[config.mk]
export PLATFORM = sky130hd
export DESIGN_NAME = usx_top
export DESIGN_NICKNAME = d
export VERILOG_FILES = /design/src/rtl/usx_pkg.sv /design/src/rtl/usx_top.sv
export SDC_FILE = /design/constraint.sdc
export NUM_CORES = 1
export LEC_CHECK = 0
export BUFFER_PORTS_ARGS = -buffer_cell sky130_fd_sc_hd__buf_2
export CAP_MARGIN = 25
export CORE_ASPECT_RATIO = 1.75
export CORE_MARGIN = 1.5
export CORE_UTILIZATION = 55
export DETAILED_ROUTE_END_ITERATION = 12
export PLACE_DENSITY = 0.7
export SETUP_SLACK_MARGIN = 0.3
export SYNTH_ARGS = -nofsm -noshare
export SYNTH_HDL_FRONTEND = slang
export SYNTH_SLANG_ARGS = --single-unit
[constraint.sdc]
create_clock -name clk -period 3.2 [get_ports clk]
set_clock_uncertainty 0.1 [all_clocks]
set_input_delay 0.32 -clock clk [delete_from_list [all_inputs] [get_ports clk]]
set_output_delay 0.32 -clock clk [all_outputs]
set_load 0.02 [all_outputs]
[src/rtl/usx_pkg.sv]
// Package of register offsets, field positions and constants for the serial port.
package usx_pkg;

  // ----------------------------------------
  // Register map
  // ----------------------------------------
  localparam logic [3:0] ADDR_TXSC = 4'h0;
  localparam logic [3:0] ADDR_RXSC = 4'h1;
  localparam logic [3:0] ADDR_TXBUF = 4'h2;
  localparam logic [3:0] ADDR_BAUD = 4'h3;
  localparam logic [3:0] ADDR_IFLAG = 4'h4;
  localparam logic [3:0] ADDR_IEN = 4'h5;
  localparam logic [3:0] ADDR_IPRI = 4'h6;
  localparam logic [3:0] ADDR_ISTAT = 4'h7;
  localparam logic [3:0] ADDR_ICLR = 4'h8;
  localparam logic [3:0] ADDR_IEVEN = 4'h9;
  localparam logic [3:0] ADDR_PINDIR = 4'hA;

  // ----------------------------------------
  // Transmit control fields
  // ----------------------------------------
  localparam int TX_CLKSRC = 7;
  localparam int TX_WIDTH = 6;
  localparam int TX_EN = 5;
  localparam int TX_SYNC = 4;
  localparam int TX_SPEED = 2;
  localparam int TX_EMPTY = 1;
  localparam int TX_NINTH = 0;
  localparam logic [7:0] TXSC_RESET = 8'h02;
  localparam logic [7:0] TXSC_WMASK = 8'hF5;

  // ----------------------------------------
  // Receive control fields
  // ----------------------------------------
  localparam int RX_SERIAL_PORT_ENABLE = 7;
  localparam int RX_SINGLE_RECEIVE_ENABLE = 5;
  localparam int RX_CONTINUOUS_RECEIVE_ENABLE = 4;
  localparam logic [7:0] RXSC_RESET = 8'h00;
  localparam logic [7:0] RXSC_WMASK = 8'hF8;

  // ----------------------------------------
  // Interrupt flag, event and pin direction fields
  // ----------------------------------------
  localparam int IF_TX = 4;
  localparam int EV_TXLOAD = 0;
  localparam int EV_DONE = 1;
  localparam logic [7:0] PINDIR_RESET = 8'hC0;
  localparam logic [1:0] PINDIR_SERIAL = 2'h0;

  // ----------------------------------------
  // Frame sizes and timing
  // ----------------------------------------
  localparam logic [3:0] BITS_8 = 4'h8;
  localparam logic [3:0] BITS_9 = 4'h9;
  localparam logic [1:0] SPEED_LOW_SHIFT = 2'h2;
  localparam logic [1:0] SPEED_HIGH_SHIFT = 2'h0;
  localparam logic [9:0] STOP_BIT = 10'h200;

  typedef enum logic [1:0] {
    USX_ST_IDLE = 2'b00,
    USX_ST_SHIFT = 2'b01
  } usx_state_t;

  typedef struct packed {
    logic [3:0] addr;
    logic [7:0] wdata;
    logic wr;
    logic rd;
  } usx_bus_t;

endpackage

[src/rtl/usx_top.sv]
// Serial port transmitter with register file, baud generator and event interrupts.
//
// Our own choices: the placing of the registers and the strobed register port.
`timescale 1ns/10ps

module usx_top #(
  parameter int DIV_W = 8
) (
  input wire logic clk,
  input wire logic resetn,
  input wire logic clk_en,
  input wire logic [3:0] bus_addr,
  input wire logic [7:0] bus_wdata,
  input wire logic bus_wr,
  input wire logic bus_rd,
  output logic [7:0] bus_rdata,
  output logic irq,
  input wire logic tx_clk_pin_i,
  output logic tx_clk_pin_o,
  output logic tx_clk_pin_oe_n,
  input wire logic rx_data_pin_i,
  output logic rx_data_pin_o,
  output logic rx_data_pin_oe_n
);

  // ----------------------------------------
  // Registers and state
  // ----------------------------------------
  usx_pkg::usx_bus_t bus;
  logic [7:0] txsc_r;
  logic [7:0] rxsc_r;
  logic [7:0] txbuf_r;
  logic [DIV_W-1:0] baud_r;
  logic [7:0] iflag_r;
  logic [7:0] ien_r;
  logic [7:0] ipri_r;
  logic [7:0] pindir_r;
  logic [1:0] ev_stat_r;
  logic [1:0] ev_en_r;
  logic buf_full_r;
  logic [9:0] shift_r;
  logic [3:0] bits_left_r;
  usx_pkg::usx_state_t state_r;
  logic [DIV_W+1:0] tick_cnt_r;
  logic sclk_r;
  logic [1:0] clk_sync_r;
  logic [1:0] dat_sync_r;
  logic clk_prev_r;

  logic sync_mode;
  logic master;
  logic port_on;
  logic rx_active;
  logic tx_allowed;
  logic load_now;
  logic bit_tick;
  logic slave_fall;
  logic shift_step;
  logic last_bit;
  logic [DIV_W+1:0] tick_limit;
  logic [1:0] ev_set;

  assign bus = '{addr: bus_addr, wdata: bus_wdata, wr: bus_wr, rd: bus_rd};

  function automatic logic hit(input usx_pkg::usx_bus_t b, input logic [3:0] a);
    hit = b.wr && (b.addr == a);
  endfunction

  // ----------------------------------------
  // Mode decode
  // ----------------------------------------
  assign sync_mode = txsc_r[usx_pkg::TX_SYNC];
  assign master = sync_mode && txsc_r[usx_pkg::TX_CLKSRC];
  assign port_on = rxsc_r[usx_pkg::RX_SERIAL_PORT_ENABLE] &&
                   (pindir_r[7:6] == usx_pkg::PINDIR_SERIAL);
  assign rx_active = sync_mode &&
                     (rxsc_r[usx_pkg::RX_SINGLE_RECEIVE_ENABLE] || rxsc_r[usx_pkg::RX_CONTINUOUS_RECEIVE_ENABLE]);
  // Receive enables win over transmit enable in synchronous mode.
  assign tx_allowed = port_on && txsc_r[usx_pkg::TX_EN] && !rx_active;
  // Reload only at idle, so the previous last bit has gone out.
  assign load_now = tx_allowed && buf_full_r && (state_r == usx_pkg::USX_ST_IDLE);
  assign last_bit = (bits_left_r == 4'h1);

  // ----------------------------------------
  // Baud generator
  // ----------------------------------------
  // Asynchronous bit time is divisor+1 cycles at high speed and 4*divisor+1 at low speed.
  // A divisor of zero therefore gives the same one-cycle bit at both speeds.
  always_comb begin
    if (!sync_mode && !txsc_r[usx_pkg::TX_SPEED]) begin
      tick_limit = (DIV_W+2)'({2'h0, baud_r} << usx_pkg::SPEED_LOW_SHIFT);
    end else begin
      tick_limit = (DIV_W+2)'({2'h0, baud_r} << usx_pkg::SPEED_HIGH_SHIFT);
    end
  end

  always_ff @(posedge clk) begin
    if (!resetn) begin
      tick_cnt_r <= '0;
    end else if (clk_en) begin
      if (state_r == usx_pkg::USX_ST_IDLE || tick_cnt_r >= tick_limit) begin
        tick_cnt_r <= '0;
      end else begin
        tick_cnt_r <= tick_cnt_r + 1'b1;
      end
    end
  end

  assign bit_tick = (state_r == usx_pkg::USX_ST_SHIFT) && (tick_cnt_r >= tick_limit);

  // ----------------------------------------
  // Pin synchronisers
  // ----------------------------------------
  always_ff @(posedge clk) begin
    if (!resetn) begin
      clk_sync_r <= '0;
      dat_sync_r <= '0;
      clk_prev_r <= 1'b0;
    end else if (clk_en) begin
      clk_sync_r <= {clk_sync_r[0], tx_clk_pin_i};
      dat_sync_r <= {dat_sync_r[0], rx_data_pin_i};
      clk_prev_r <= clk_sync_r[1];
    end
  end

  // A slave shifts on the falling edge of the external clock.
  assign slave_fall = sync_mode && !master && clk_prev_r && !clk_sync_r[1];
  // In master mode a bit spans two ticks: clock low then high.
  assign shift_step = sync_mode ? (master ? (bit_tick && sclk_r) : slave_fall) : bit_tick;

  // ----------------------------------------
  // Transmit shifter
  // ----------------------------------------
  always_ff @(posedge clk) begin
    if (!resetn) begin
      state_r <= usx_pkg::USX_ST_IDLE;
      shift_r <= '0;
      bits_left_r <= '0;
      sclk_r <= 1'b0;
    end else if (clk_en) begin
      unique case (state_r)
        usx_pkg::USX_ST_IDLE: begin
          sclk_r <= 1'b0;
          if (load_now) begin
            // Asynchronous frames carry a start bit low and stop bit high.
            if (sync_mode) begin
              shift_r <= {1'b0, txsc_r[usx_pkg::TX_NINTH], txbuf_r};
            end else if (txsc_r[usx_pkg::TX_WIDTH]) begin
              shift_r <= {txsc_r[usx_pkg::TX_NINTH], txbuf_r, 1'b0};
            end else begin
              shift_r <= {1'b1, txbuf_r, 1'b0};
            end
            bits_left_r <= (txsc_r[usx_pkg::TX_WIDTH] ? usx_pkg::BITS_9 : usx_pkg::BITS_8)
                           + (sync_mode ? 4'h0 : 4'h2);
            state_r <= usx_pkg::USX_ST_SHIFT;
          end
        end
        usx_pkg::USX_ST_SHIFT: begin
          if (master && bit_tick) begin
            sclk_r <= !sclk_r;
          end
          if (!tx_allowed) begin
            state_r <= usx_pkg::USX_ST_IDLE;
            bits_left_r <= '0;
          end else if (shift_step) begin
            shift_r <= {1'b1, shift_r[9:1]};
            bits_left_r <= bits_left_r - 1'b1;
            if (last_bit) begin
              state_r <= usx_pkg::USX_ST_IDLE;
            end
          end
        end
      endcase
    end
  end

  // ----------------------------------------
  // Pin drivers
  // ----------------------------------------
  always_ff @(posedge clk) begin
    if (!resetn) begin
      tx_clk_pin_o <= 1'b1;
      tx_clk_pin_oe_n <= 1'b1;
      rx_data_pin_o <= 1'b1;
      rx_data_pin_oe_n <= 1'b1;
    end else if (clk_en) begin
      if (sync_mode) begin
        tx_clk_pin_o <= sclk_r;
        tx_clk_pin_oe_n <= !(port_on && master && !rx_active);
        rx_data_pin_o <= shift_r[0];
        rx_data_pin_oe_n <= !(tx_allowed && state_r == usx_pkg::USX_ST_SHIFT);
      end else begin
        tx_clk_pin_o <= (state_r == usx_pkg::USX_ST_SHIFT) ? shift_r[0] : 1'b1;
        tx_clk_pin_oe_n <= !(port_on && txsc_r[usx_pkg::TX_EN]);
        rx_data_pin_o <= 1'b1;
        rx_data_pin_oe_n <= 1'b1;
      end
    end
  end

  // ----------------------------------------
  // Register writes
  // ----------------------------------------
  always_ff @(posedge clk) begin
    if (!resetn) begin
      txsc_r <= usx_pkg::TXSC_RESET;
      rxsc_r <= usx_pkg::RXSC_RESET;
      baud_r <= '0;
      ien_r <= '0;
      ipri_r <= '0;
      ev_en_r <= '0;
      pindir_r <= usx_pkg::PINDIR_RESET;
    end else if (clk_en) begin
      // Shift-empty status is never writable.
      txsc_r[usx_pkg::TX_EMPTY] <= (state_r == usx_pkg::USX_ST_IDLE) && !load_now;
      if (hit(bus, usx_pkg::ADDR_TXSC)) begin
        txsc_r[7:4] <= bus.wdata[7:4];
        txsc_r[usx_pkg::TX_SPEED] <= bus.wdata[usx_pkg::TX_SPEED];
        txsc_r[usx_pkg::TX_NINTH] <= bus.wdata[usx_pkg::TX_NINTH];
      end
      if (hit(bus, usx_pkg::ADDR_RXSC)) begin
        rxsc_r <= bus.wdata & usx_pkg::RXSC_WMASK;
      end
      if (hit(bus, usx_pkg::ADDR_BAUD)) begin
        baud_r <= DIV_W'(bus.wdata);
      end
      if (hit(bus, usx_pkg::ADDR_IEN)) begin
        ien_r <= bus.wdata;
      end
      if (hit(bus, usx_pkg::ADDR_IPRI)) begin
        ipri_r <= bus.wdata;
      end
      if (hit(bus, usx_pkg::ADDR_IEVEN)) begin
        ev_en_r <= bus.wdata[1:0];
      end
      if (hit(bus, usx_pkg::ADDR_PINDIR)) begin
        pindir_r <= bus.wdata;
      end
    end
  end

  // ----------------------------------------
  // Transmit buffer and flag
  // ----------------------------------------
  // The flag is set when a load empties the buffer (reset leaves it clear), and a new write clears it in the same edge.
  always_ff @(posedge clk) begin
    if (!resetn) begin
      txbuf_r <= '0;
      buf_full_r <= 1'b0;
      iflag_r <= '0;
    end else if (clk_en) begin
      if (hit(bus, usx_pkg::ADDR_TXBUF)) begin
        txbuf_r <= bus.wdata;
        buf_full_r <= 1'b1;
        iflag_r[usx_pkg::IF_TX] <= 1'b0;
      end else if (load_now) begin
        buf_full_r <= 1'b0;
        iflag_r[usx_pkg::IF_TX] <= 1'b1;
      end
    end
  end

  // ----------------------------------------
  // Event status and interrupt
  // ----------------------------------------
  // An aborted frame must not report completion, so the done event needs tx_allowed.
  assign ev_set = {(state_r == usx_pkg::USX_ST_SHIFT) && tx_allowed && shift_step && last_bit,
                   load_now};

  always_ff @(posedge clk) begin
    if (!resetn) begin
      ev_stat_r <= '0;
    end else if (clk_en) begin
      // A new event wins over a simultaneous clear.
      if (hit(bus, usx_pkg::ADDR_ICLR)) begin
        ev_stat_r <= (ev_stat_r & ~bus.wdata[1:0]) | ev_set;
      end else begin
        ev_stat_r <= ev_stat_r | ev_set;
      end
    end
  end

  // Only the buffer flag and event bits drive the line; shift-empty does not.
  always_ff @(posedge clk) begin
    if (!resetn) begin
      irq <= 1'b0;
    end else if (clk_en) begin
      irq <= |(ev_stat_r & ev_en_r) ||
             (iflag_r[usx_pkg::IF_TX] && ien_r[usx_pkg::IF_TX]);
    end
  end

  // ----------------------------------------
  // Register reads
  // ----------------------------------------
  always_ff @(posedge clk) begin
    if (!resetn) begin
      bus_rdata <= '0;
    end else if (clk_en) begin
      if (bus.rd) begin
        unique case (bus.addr)
          usx_pkg::ADDR_TXSC: bus_rdata <= txsc_r;
          usx_pkg::ADDR_RXSC: bus_rdata <= rxsc_r;
          usx_pkg::ADDR_TXBUF: bus_rdata <= txbuf_r;
          usx_pkg::ADDR_BAUD: bus_rdata <= 8'(baud_r);
          usx_pkg::ADDR_IFLAG: bus_rdata <= iflag_r;
          usx_pkg::ADDR_IEN: bus_rdata <= ien_r;
          usx_pkg::ADDR_IPRI: bus_rdata <= ipri_r;
          usx_pkg::ADDR_ISTAT: bus_rdata <= {6'h00, ev_stat_r};
          usx_pkg::ADDR_IEVEN: bus_rdata <= {6'h00, ev_en_r};
          usx_pkg::ADDR_PINDIR: bus_rdata <= pindir_r;
          default: bus_rdata <= 8'h00;
        endcase
      end else begin
        bus_rdata <= 8'h00;
      end
    end
  end

endmodule

==> flow_metrics.py <==
metrics = {
    "run_status": {
        "status": "complete, no violations",
    },
    "setup_path": {
        "regToRegSetupSlack_ns": 0.47,
        "arrival_ns": 2.91,
        "cp-end-kind": "register",
        "rr_worst_depth": 9,
        "worstSetupPathType": "reg -> reg",
        "crit_start": "txsc_r[2]$_SDFFE_PN0P_",
        "rr_endpoint": "shift_r[8]$_SDFFE_PN0P_",
        "crit_fanout": 10,
        "startpoint_type": "register",
        "rr_startpoint": "txsc_r[2]$_SDFFE_PN0P_",
        "crit_required_ns": 3.38,
    },
    "clock_tree": {
        "post_cts_buffers": 0,
        "ctsHoldBuffers": 0,
        "clock_sinks": 100,
        "cts_buffer_depth": 2,
        "path_clk_slew_ns": 0.07,
        "htreeDepth": 3,
        "tritoncts": "built",
        "cts-resized-gates": 1,
        "numCtsBuffers": 9,
        "cts-root-buf": "clkbuf_16",
        "insertion_delay_ns": 0.35,
    },
    "detailed_routing": {
        "first_pass_iters": 5,
        "wl_mm": 13.5,
        "drc": 0,
        "vias": 4322,
        "viasPerCell": 5.96,
        "detail_route.iter0.violations": 251,
        "drt-wirelength-per-cell_um": 18.6,
        "antenna_left": 0,
    },
    "global_routing": {
        "grt_max_degree": 65,
        "first_global_vias": 4187,
        "overflow": 0,
        "grt_pass1_wl_mm": 21.1,
        "antenna_found_initial": 0,
        "grt.total_usage": 0.289,
    },
    "yosys": {
        "ys_warn_count": 0,
        "avgSynthCellArea_um2": 8.63,
        "yosys.area_share.simple": 0.202,
        "synth_compound_area_frac": 0.162,
        "synth_edf_count": 0,
        "ys_ff_latch": 100,
        "synth_nets": 621,
        "async_flop_share": 0,
        "ys_seq_area_frac": 0.394,
        "synthCells": 589,
        "synth_top_family_by_area": "simple AND/OR/NAND/NOR gates",
        "post_synth_instance_area_mm2": 0.00508,
        "synth_xor_area_frac": 0.0155,
        "synth_mux_area_frac": 0.149,
        "yosysUniqueCellTypes": 61,
        "ys.flop_type": "dfxtp_1",
        "synthAdderAreaFrac": 0.0320,
    },
    "min_path": {
        "min_path_cells": 3,
        "min_path_type": "in -> reg",
        "whs_endpoint": "clk_sync_r[0]$_SDFFE_PN0P_",
        "hold_start": "tx_clk_pin_i",
    },
    "layout": {
        "n_antenna_cell": 0,
        "n_fill_cell": 845,
        "regArea_mm2": 0.00200,
        "layout.nets": 632,
        "syn_to_final_growth_pct": 9.77,
        "final_layout_size_suffix_gt1_frac": 0.122,
        "multiInputGateArea_mm2": 0.00285,
    },
    "timing": {
        "fin_crit_ns": 2.73,
        "maxSlewHeadroom": 0.501,
        "tightest_slew_ns": 0.743,
        "slew_violations": 0,
        "fin_crit_sh": 0.854,
        "setup_viol": 0,
        "hold_viol": 0,
        "setup_ws_ns": 0.468,
        "rsz0062_at_grt": "false",
        "max_freq_mhz": 366,
        "finalSetupTns_ns": 0,
    },
    "pwr": {
        "power_density_mw_per_mm2": 456,
        "vdd_ir_drop_max_mv": 0.311,
        "clkPwrFrac": 0.443,
        "p_seq_frac": 0.495,
        "p_sw_frac": 0.236,
        "p_comb_frac": 0.062,
        "intPower_mw": 1.95,
        "leakagePower_nw": 2.13,
        "switching_power_uw": 600,
    },
    "job": {
        "maxCapViolCount": 0,
    },
    "floorplanning": {
        "row_count": 46,
        "start_util": 0.563,
        "dieArea_mm2": 0.00985,
        "core-area_mm2": 0.00904,
        "die_h_um": 130,
        "io_pins": 32,
        "die_w_um": 75.7,
    },
    "placement": {
        "dpl.hpwl_mm": 9.84,
        "dpl_worst_slack_ns": 0.206,
        "io_buffers": 30,
        "gp_congestion": 0.963,
    },
}
[cell families (layout without fill, tap and decap cells)]
logic type,Yosys count,in the layout
XOR/XNOR,9,9
flip-flops,100,100
buffers and inverters,52,68
AO/OA/AOI/OAI,122,122
multiplexers,75,75
adder cells (fa/ha/maj),13,13
AND/OR/NAND/NOR,218,218
[metal layers]
metal | vias up | GRT usage | wire length [um]
li1 | 2128 | - | -
met1 | 2023 | 0.334 | 5380
met2 | 133 | 0.489 | 6830
met3 | 38 | 0.0417 | 616
met4 | 0 | 0.175 | 637
met5 | - | 0 | 0
[cells in the mapped netlist, drive strengths merged (8+ instances only)]
cell    number  area, um^2
buf         21         118
nor2        67         254
mux2i       69         691
clkbuf      17        63.8
a21oi       37         185
inv         14        52.6
o22ai        8        50.1
nand3       26         130
nand2       72         270
xor2         8        70.1
nor3         8        45.0
o21ai       15        75.1
and3        11        68.8
nor2b        8        50.1
o211ai      11        82.6
a22oi        8        60.1
dfxtp      100        2000
ha          13         163
[flip-flops by register name (all words and copies together), names as in the netlist, 2 cells and up]
register     cells
ev_en_r          2
bus_rdata        8
rxsc_r           5
ipri_r           8
shift_r         10
tick_cnt_r      10
clk_sync_r       2
txbuf_r          8
pindir_r         8
baud_r           8
txsc_r           7
ev_stat_r        2
bits_left_r      4
ien_r            8
[worst max-delay path: stages (launching register included)]
cell and delay (ns):
dfxtp_1 0.34, nor2_2 0.15, mux2i_1 0.22, ha_1 0.27, a21o_1 0.18, a21oi_1 0.20, o221ai_2 0.20, a211oi_1 0.46
or2_4 0.32, mux2i_1 0.22
[how the worst max path moves through the flow]
| stage | endpoint | slack [ns] | cells after the start |
|---|---|---|---|
| after global placement | shift_r[6]$_SDFFE_PN0P_ | 0.43 | 9 |
| after global routing | bits_left_r[0]$_SDFFE_PN0P_ | 0.33 | 10 |
| after detailed placement | shift_r[3]$_SDFFE_PN0P_ | 0.21 | 9 |
| after floorplan | shift_r[1]$_SDFFE_PN0P_ | 0.46 | 11 |
| after CTS | shift_r[3]$_SDFFE_PN0P_ | 0.38 | 9 |
| final | shift_r[8]$_SDFFE_PN0P_ | 0.47 | 9 |
[layout by cell type, fill, tap and decap left out, types with 2 or more instances in the layout]
master     Yosys  layout
a31o_2         2       2
nand3_1       26      26
nor2_2         1       2
nand4_1        6       6
nor3_1         7       7
or4b_1         2       2
a21o_1         2       2
o22ai_1        8       8
o211ai_1      11      11
a22oi_1        8       8
and2_1         5       5
clkbuf_8       0       2
clkinv_4       0       2
a31oi_1        5       5
o21ai_0       13      13
a21oi_1       37      37
buf_4          2       8
a211oi_1       5       5
nand2b_1       2       2
xor2_1         8       8
and3_1        11      11
a221oi_1       2       2
nor2_1        66      65
nand2_1       72      72
o2111ai_1      4       4
ha_1          13      13
o31ai_1        4       4
a222oi_1       3       3
or3_1          3       3
o21ai_1        2       2
o2bb2ai_1      2       2
dfxtp_1      100     100
o31a_1         2       2
inv_1         14      13
buf_2         13      30
mux2i_1       69      69
mux2_2         6       6
nor2b_1        8       8
clkbuf_16      0       9
[cell type report]
type / instances / share of cell area
multi-input cells: 437 / 0.511
flip-flops and latches: 100 / 0.359
clock buffers: 11 / 0.0453
repair buffers: 38 / 0.0377
well taps: 120 / 0.0269
clock inverters: 5 / 0.0108
inverters: 14 / 0.00941
[power groups by stage]
stage	combinational [mW]	sequential, mW	clock (mW)
2_1_floorplan	0.103	1.29	0
3_3_place_gp	0.153	1.29	0
3_5_place_dp	0.154	1.29	0
4_1_cts	0.155	1.26	1.15
5_1_grt	0.168	1.26	1.20
6_report	0.157	1.26	1.13
[stage by stage]
stage / util / instance area, um^2 / hold slack [ns] / power [mW] / instances
after floorplan: - / 5090 / 0.321 / 1.39 / 589
after global placement: 0.583 / 5270 / 0.330 / 1.44 / 709
after detailed placement: 0.583 / 5270 / 0.344 / 1.44 / 709
after CTS: 0.617 / 5580 / 0.112 / 2.56 / 725
after global routing: 0.618 / 5580 / 0.115 / 2.63 / 725
final: 0.618 / 5580 / 0.117 / 2.55 / 725
(Power assumes the default switching activity.)
